--- config.mk ---
export PLATFORM = sky130hd
export DESIGN_NAME = flash_self_programming_sections
export DESIGN_NICKNAME = d
export VERILOG_FILES = /design/src/hw/flash_sp_pkg.sv /design/src/hw/flash_self_programming_sections.sv
export SDC_FILE = /design/constraint.sdc
export NUM_CORES = 1
export LEC_CHECK = 0
export ABC_AREA = 1
export BUFFER_PORTS_ARGS = -buffer_cell sky130_fd_sc_hd__buf_2
export CAP_MARGIN = 20
export CORE_UTILIZATION = 50
export DETAILED_ROUTE_END_ITERATION = 7
export GPL_TIMING_DRIVEN = 0
export PLACE_DENSITY = 0.88
export SLEW_MARGIN = 10
export SYNTH_ARGS = -nofsm -noshare
export SYNTH_HDL_FRONTEND = slang
export SYNTH_SLANG_ARGS = --single-unit
export TNS_END_PERCENT = 1
--- constraint.sdc ---
create_clock -name mclk_i -period 2.7 [get_ports mclk_i]
set_input_delay 0.54 -clock mclk_i [delete_from_list [all_inputs] [get_ports mclk_i]]
set_output_delay 0.54 -clock mclk_i [all_outputs]
set_load 0.02 [all_outputs]
--- src/hw/flash_sp_pkg.sv ---
// Constants for the flash self-programming sequencer
package flash_sp_pkg;
    // Word address width of program flash
    localparam int          ADDR_W          = 14;
    // Fixed split between the concurrent-read region and the halting region
    localparam logic [13:0] HALT_REGION_BASE = 14'h3800;
    // Boot region base per boot_size_fuses code; all lie at or above HALT_REGION_BASE
    localparam logic [13:0] BOOT_BASE_0     = 14'h3800;
    localparam logic [13:0] BOOT_BASE_1     = 14'h3C00;
    localparam logic [13:0] BOOT_BASE_2     = 14'h3E00;
    localparam logic [13:0] BOOT_BASE_3     = 14'h3F00;
    // Page size in words: low address bits select a word within a page
    localparam int          PAGE_BITS       = 6;
    // Erase or write duration
    localparam int          PROG_TIME_US    = 4;
    localparam int          CLK_MHZ         = 250;
    localparam int          PROG_CYCLES     = PROG_TIME_US * CLK_MHZ;
    localparam logic [11:0] PROG_CYCLES_M1  = 12'(PROG_CYCLES - 1);
    // Wishbone register map
    localparam logic [3:0]  CTRL_ADDR       = 4'h0;
    localparam logic [3:0]  ADDR_ADDR       = 4'h4;
    localparam logic [3:0]  LOCK_ADDR       = 4'h8;
    localparam logic [3:0]  STAT_ADDR       = 4'hC;
    // Control register bits
    localparam int          CTRL_ENABLE_BIT = 0;
    localparam int          CTRL_ERASE_BIT  = 1;
    localparam int          CTRL_WRITE_BIT  = 2;
    localparam int          CTRL_REEN_BIT   = 4;
    localparam int          CTRL_BUSY_BIT   = 6;
    // Lock bit reset values: all unprogrammed
    localparam logic [1:0]  LOCK_RESET      = 2'h3;
    typedef enum logic [1:0] {ST_IDLE, ST_PROG} seq_state_t;
endpackage

--- src/hw/flash_self_programming_sections.sv ---
// Flash self-programming sequencer: region checks, locks, halt and busy flag
//
// Notes on behaviour
// Store from application region is refused
// Boot code may program any page
// Boot boundary comes from fuse input
// Each region has own lock bits
// Application protection uses lock set zero
// Boot protection uses lock set one
// Fixed split into concurrent/halting regions
// Concurrent region programming never halts core
// Halting region programming halts core throughout
// Boot region always inside halting region
// Busy flag high while region blocked
// Software clears busy before reading region
// Software avoids reading region while programming
// Pages matter only for erase/write
// Erase/write of concurrent region sets busy
// Re-enable write after completion clears busy
// Page-buffer load clears busy
// Refused store changes nothing at all
module flash_self_programming_sections
    import flash_sp_pkg::*;
(
    // Clock and reset
    input  wire logic              mclk_i,
    input  wire logic              reset_n_i,
    // Wishbone slave
    input  wire logic              wb_cyc_i,
    input  wire logic              wb_stb_i,
    input  wire logic              wb_we_i,
    input  wire logic [3:0]        wb_adr_i,
    input  wire logic [3:0]        wb_sel_i,
    input  wire logic [31:0]       wb_dat_i,
    output logic      [31:0]       wb_dat_o,
    output logic                   wb_ack_o,
    // Core side
    input  wire logic              store_program_op_i,
    input  wire logic [ADDR_W-1:0] exec_pc_i,
    input  wire logic [1:0]        boot_size_fuses_i,
    // Flash array side
    output logic                   core_halt_o,
    output logic                   region_busy_flag_o,
    output logic                   flash_erase_o,
    output logic                   flash_write_o,
    output logic                   page_buf_load_o,
    output logic      [ADDR_W-1:0] flash_addr_o
);
    logic              rst_meta_reg;
    logic              rst_sync_reg;
    logic              rst_n;
    logic [ADDR_W-1:0] z_addr_reg;
    logic              ctrl_enable_reg;
    logic              ctrl_erase_reg;
    logic              ctrl_write_reg;
    logic [1:0]        lock0_reg;
    logic [1:0]        lock1_reg;
    logic              region_busy_flag_reg;
    logic              core_halt_reg;
    logic              flash_erase_reg;
    logic              flash_write_reg;
    logic              page_buf_load_reg;
    logic [ADDR_W-1:0] flash_addr_reg;
    logic [11:0]       prog_cnt_reg;
    logic [31:0]       wb_dat_reg;
    logic              wb_ack_reg;
    seq_state_t        state_reg;
    logic [ADDR_W-1:0] boot_base;
    logic              pc_in_boot;
    logic              tgt_in_boot;
    logic              tgt_in_halt;
    logic              wb_req;
    logic              wb_wr;
    logic              reen_wr;
    logic              store_ok;
    logic              prog_req;
    logic              load_req;
    logic              lock_ok;
    logic              prog_start;
    logic              prog_done;

    always_ff @(posedge mclk_i or negedge reset_n_i) begin
        if (!reset_n_i) begin
            rst_meta_reg <= 1'b0;
            rst_sync_reg <= 1'b0;
        end else begin
            rst_meta_reg <= 1'b1;
            rst_sync_reg <= rst_meta_reg;
        end
    end
    assign rst_n = rst_sync_reg;

    // fuse-selected boundary
    always_comb begin
        case (boot_size_fuses_i)
            2'd0:    boot_base = BOOT_BASE_0;
            2'd1:    boot_base = BOOT_BASE_1;
            2'd2:    boot_base = BOOT_BASE_2;
            default: boot_base = BOOT_BASE_3;
        endcase
    end

    assign pc_in_boot  = exec_pc_i >= boot_base;
    assign tgt_in_boot = z_addr_reg >= boot_base;
    // fixed region split
    assign tgt_in_halt = z_addr_reg >= HALT_REGION_BASE;

    // store only from boot region; otherwise nothing happens
    assign store_ok = store_program_op_i && ctrl_enable_reg && pc_in_boot
                      && state_reg == ST_IDLE;
    // page index only matters for erase and write
    assign prog_req = store_ok && (ctrl_erase_reg || ctrl_write_reg);
    assign load_req = store_ok && !ctrl_erase_reg && !ctrl_write_reg;
    // separate locks; application uses set 0; boot uses set 1
    assign lock_ok  = tgt_in_boot ? lock1_reg[0] : lock0_reg[0];
    // any page reachable from boot code
    assign prog_start = prog_req && lock_ok;
    assign prog_done  = state_reg == ST_PROG && prog_cnt_reg == '0;

    assign wb_req  = wb_cyc_i && wb_stb_i && !wb_ack_reg;
    assign wb_wr   = wb_req && wb_we_i && wb_sel_i[0];
    assign reen_wr = wb_wr && wb_adr_i == CTRL_ADDR && wb_dat_i[CTRL_REEN_BIT];

    always_ff @(posedge mclk_i or negedge rst_n) begin
        if (!rst_n) begin
            ctrl_enable_reg <= 1'b0;
            ctrl_erase_reg  <= 1'b0;
            ctrl_write_reg  <= 1'b0;
        end else if (wb_wr && wb_adr_i == CTRL_ADDR) begin
            ctrl_enable_reg <= wb_dat_i[CTRL_ENABLE_BIT];
            ctrl_erase_reg  <= wb_dat_i[CTRL_ERASE_BIT];
            ctrl_write_reg  <= wb_dat_i[CTRL_WRITE_BIT];
        end else if (store_ok || prog_done) begin
            // Enable self-clears once the operation is accepted or finished
            ctrl_enable_reg <= 1'b0;
            ctrl_erase_reg  <= 1'b0;
            ctrl_write_reg  <= 1'b0;
        end
    end

    always_ff @(posedge mclk_i or negedge rst_n) begin
        if (!rst_n) begin
            z_addr_reg <= '0;
        end else if (wb_wr && wb_adr_i == ADDR_ADDR) begin
            z_addr_reg <= wb_dat_i[ADDR_W-1:0];
        end
    end

    // Lock bits only program (1 to 0); only a reset restores them
    always_ff @(posedge mclk_i or negedge rst_n) begin
        if (!rst_n) begin
            lock0_reg <= LOCK_RESET;
            lock1_reg <= LOCK_RESET;
        end else if (wb_wr && wb_adr_i == LOCK_ADDR) begin
            lock0_reg <= lock0_reg & wb_dat_i[1:0];
            lock1_reg <= lock1_reg & wb_dat_i[3:2];
        end
    end

    always_ff @(posedge mclk_i or negedge rst_n) begin
        if (!rst_n) begin
            state_reg    <= ST_IDLE;
            prog_cnt_reg <= '0;
        end else begin
            case (state_reg)
                ST_IDLE: begin
                    if (prog_start) begin
                        state_reg    <= ST_PROG;
                        prog_cnt_reg <= PROG_CYCLES_M1;
                    end
                end
                ST_PROG: begin
                    if (prog_done) begin
                        state_reg <= ST_IDLE;
                    end else begin
                        prog_cnt_reg <= prog_cnt_reg - 12'h001;
                    end
                end
                default: state_reg <= ST_IDLE;
            endcase
        end
    end

    always_ff @(posedge mclk_i or negedge rst_n) begin
        if (!rst_n) begin
            flash_erase_reg   <= 1'b0;
            flash_write_reg   <= 1'b0;
            page_buf_load_reg <= 1'b0;
            flash_addr_reg    <= '0;
        end else begin
            flash_erase_reg   <= prog_start && ctrl_erase_reg;
            flash_write_reg   <= prog_start && !ctrl_erase_reg;
            page_buf_load_reg <= load_req;
            if (store_ok) begin
                flash_addr_reg <= z_addr_reg;
            end
        end
    end

    // halt for whole operation; never for concurrent region
    // boot region targets fall in the halting region by the constants
    always_ff @(posedge mclk_i or negedge rst_n) begin
        if (!rst_n) begin
            core_halt_reg <= 1'b0;
        end else if (prog_start) begin
            core_halt_reg <= tgt_in_halt;
        end else if (prog_done) begin
            core_halt_reg <= 1'b0;
        end
    end

    // set on start wins; re-enable clears after done; load clears
    // flag stays high while region blocked
    always_ff @(posedge mclk_i or negedge rst_n) begin
        if (!rst_n) begin
            region_busy_flag_reg <= 1'b0;
        end else if (prog_start && !tgt_in_halt) begin
            region_busy_flag_reg <= 1'b1;
        end else if (load_req || (reen_wr && state_reg == ST_IDLE)) begin
            region_busy_flag_reg <= 1'b0;
        end
    end

    always_ff @(posedge mclk_i or negedge rst_n) begin
        if (!rst_n) begin
            wb_ack_reg <= 1'b0;
            wb_dat_reg <= '0;
        end else begin
            wb_ack_reg <= wb_req;
            if (wb_req) begin
                case (wb_adr_i)
                    CTRL_ADDR: wb_dat_reg <= {25'h000_0000, region_busy_flag_reg, 3'h0,
                                   ctrl_write_reg, ctrl_erase_reg, ctrl_enable_reg};
                    ADDR_ADDR: wb_dat_reg <= {18'h0_0000, z_addr_reg};
                    LOCK_ADDR: wb_dat_reg <= {28'h000_0000, lock1_reg, lock0_reg};
                    STAT_ADDR: wb_dat_reg <= {30'h0000_0000, core_halt_reg,
                                   state_reg == ST_PROG};
                    default:   wb_dat_reg <= '0;
                endcase
            end
        end
    end

    assign wb_ack_o           = wb_ack_reg;
    assign wb_dat_o           = wb_dat_reg;
    assign core_halt_o        = core_halt_reg;
    assign region_busy_flag_o = region_busy_flag_reg;
    assign flash_erase_o      = flash_erase_reg;
    assign flash_write_o      = flash_write_reg;
    assign page_buf_load_o    = page_buf_load_reg;
    assign flash_addr_o       = flash_addr_reg;
endmodule

==> results.sh <==
export IMPL_status="finished, final reports clean"
export IMPL_globalplace_congestion=0.848
export IMPL_clk_latency_ns=0.35
export IMPL_crit_fanout=10
export IMPL_cts_root_buf="clkbuf_8"
export IMPL_drv_cap=0
export IMPL_synth_area_leaders="dfrtp_1 49%, nand2_1 11%, nand3_1 5.1%"
export IMPL_cts_setup_buffers=0
export IMPL_grt_max_degree=43
export IMPL_synth_edf_count=0
export IMPL_holdCritPathClass="flop to asynchronous set/reset pin"
export IMPL_post_route_util=0.637
export IMPL_ys_warn_count=0
export IMPL_numPortBuffers=66
export IMPL_wl_per_cell_um=13.3
export IMPL_fin_setup_tns_ns=0
export IMPL_p_per_area_nw_per_um2=542
export IMPL_antenna_found_initial=0
export IMPL_synth_top_area_frac=0.494
export IMPL_finalWorstSetupSlack_ns=0.806
export IMPL_seq_area_um2=1760
export IMPL_cp_start_kind="flop"
export IMPL_drive_above_1_share=0.254
export IMPL_syn_avg_cell_area_um2=8.55
export IMPL_final_cell_mix="99 x nand2_1, 69 x buf_2, 65 x dfrtp_1"
export IMPL_hold_violations=0
export IMPL_multi_input_area_um2=1290
export IMPL_area_growth_pct=21.6
export IMPL_drtIter0Drc=141
export IMPL_layout_worst_path_cycle_share=0.702
export IMPL_reg2regPathDepth=12
export IMPL_grt_use_met2=0.379
export IMPL_r2r_end="prog_cnt_reg[5]$_DFFE_PN0P_"
export IMPL_grt_pass1_wl_um=13000
export IMPL_cp_required_ns=2.93
export IMPL_htree_num_levels=3
export IMPL_ys_async_sr_fraction=1.00
export IMPL_synth_cell_types=28
export IMPL_place_area_um2=3860
export IMPL_cts_sinks=70
export IMPL_worstPathArrival_ns=2.13
export IMPL_clkTransAtPathRegs_ns=0.08
export IMPL_cts_tree="done"
export IMPL_initial_core_util=0.524
export IMPL_skew_ns=0.0109
export IMPL_tightest_slew_ns=0.525
export IMPL_finalSetupViolations=0
export IMPL_critPathCaptureType="flop"
export IMPL_max_slew_margin=0.648
export IMPL_layout_min_cycle_time_ns=1.89
export IMPL_post_place_ws_ns=0.464
export IMPL_rr_startpoint="prog_cnt_reg[0]$_DFFE_PN0P_"
export IMPL_drtAntennaViolNets=0
export IMPL_synth_ff_type="dfrtp_1"
export IMPL_r2r_setup_slack_ns=0.81
export IMPL_synth_top_cell_by_area="dfrtp_1"
export IMPL_clk_path_buf_depth=2
export IMPL_die_w_um=83.8
export IMPL_grt_util_all_layers=0.232
export IMPL_nFillCells=531
export IMPL_first_pass_iters=5
export IMPL_fin_area_um2=4070
export IMPL_synth_cells=391
export IMPL_hpwlAfterDp_um=5590
export IMPL_slew_violations=0
export IMPL_die_h_um=83.8
export IMPL_grt_pass1_vias=2909
export IMPL_avgViaCountPerCell=5.24
export IMPL_coreArea_um2=6390
export IMPL_crit_type="flop to flop"
export IMPL_use_met1=0.296
export IMPL_layout_commonest_cell="nand2_1"
export IMPL_drc=0
export IMPL_cts_buffers=9
export IMPL_ir_worst_vdd_mv=0.448
export IMPL_rows=29
export IMPL_dieArea_um2=7020
export IMPL_grt_overflow=0
export IMPL_p_leak_nw=2.36
export IMPL_seq_area_frac_synth=0.525
export IMPL_ys_seq_elements=70
export IMPL_num_io_pins=114
export IMPL_n_antenna_cell=0
export IMPL_rsz0062_at_grt="no"
export IMPL_vias=2980
export IMPL_wirelength_um=7570
export IMPL_top_usage_layer="met2"
export IMPL_finalNetCount=554
export IMPL_use_met3=0.0593
export IMPL_fmax_mhz=528
export IMPL_netlist_area_um2=3340
## critical path, cell delays in order (launching register included)
cell and delay (ns):
dfrtp_1 0.40, inv_1 0.14, ha_1 0.19, nand2_1 0.12
nor2_2 0.17, nand2_2 0.10, nor2_4 0.14, nand2_2 0.09
nand2_4 0.10, nand2_4 0.07, buf_6 0.14, nand2_1 0.07
nand2_1 0.05
## kinds of logic (layout without fill, tap and decap cells)
kind of cell | Yosys count | in the layout | share of synthesized area
simple gates | 183 | 183 | 0.243
buf+inv | 73 | 157 | 0.108
flops | 70 | 70 | 0.525
compound gates | 54 | 54 | 0.0924
fa+ha+maj | 5 | 5 | 0.0187
xor+xnor | 4 | 4 | 0.0105
other cells | 2 | 19 | 0.00225
## layout make-up
cell class,count,area share
Multi-Input combinational cell,265,0.318
Clock inverter,7,0.0182
Inverter,44,0.0406
Tap cell,77,0.0237
Buffer,29,0.0480
Clock buffer,9,0.0305
Sequential cell,70,0.433
Timing Repair Buffer,68,0.0886
## through the flow
| stage | instances | hold WS [ns] | total power (W) |
|---|---|---|---|
| global placement | 551 | 0.325 | 0.00137 |
| CTS | 569 | 0.264 | 0.00222 |
| finish | 569 | 0.242 | 0.00220 |
| global route | 569 | 0.281 | 0.00231 |
| floorplan | 408 | 0.244 | 0.00130 |
| detailed placement | 552 | 0.260 | 0.00138 |
## repair_timing
action	4_1_cts	5_1_grt
gates resized for setup	0	0
hold buffers	1	0
hold endpoints to repair	2	0
## synthesized netlist by cell type, types with 3 or more instances
master    count
a21oi_1      15
buf_2         3
buf_4        18
clkbuf_1      6
dfrtp_1      66
dfstp_2       4
ha_1          5
inv_1        44
nand2_1      99
nand2_2       6
nand2_4       3
nand3_1      34
nand4_1       5
nor2_1       27
nor3_1        3
o21ai_0      22
o22ai_1       5
o31ai_1       9
xor2_1        4
## per-layer routing
layer	wire (um)	up-vias	share of wire
li1	-	1411	-
met1	3190	1410	0.42
met2	3690	144	0.49
met3	545	15	0.072
met4	138	0	0.018
met5	0	-	0
## report_power, final
group | total [W] | switching [W] | internal, W
clock | 0.000843 | 0.000416 | 0.000427
combinational | 0.000239 | 0.000152 | 0.0000873
sequential | 0.00112 | 0.0000312 | 0.00109
total | 0.00220 | 0.000599 | 0.00161
## worst max path at each step
stage | start | to | slack, ns
floorplan | rst_n$_DFF_PN0_ | core_halt_o$_DFFE_PN0P_ | 0.61
global placement | rst_n$_DFF_PN0_ | wb_ack_o$_DFF_PN0_ | -0.09
detailed placement | boot_size_fuses_i[0] | flash_addr_o[9]$_DFFE_PN0P_ | 0.46
CTS | boot_size_fuses_i[0] | flash_addr_o[6]$_DFFE_PN0P_ | 0.83
global route | prog_cnt_reg[0]$_DFFE_PN0P_ | prog_cnt_reg[4]$_DFFE_PN0P_ | 0.66
finish | prog_cnt_reg[0]$_DFFE_PN0P_ | prog_cnt_reg[5]$_DFFE_PN0P_ | 0.81
No activity file was read; power rests on OpenSTA's default activity.
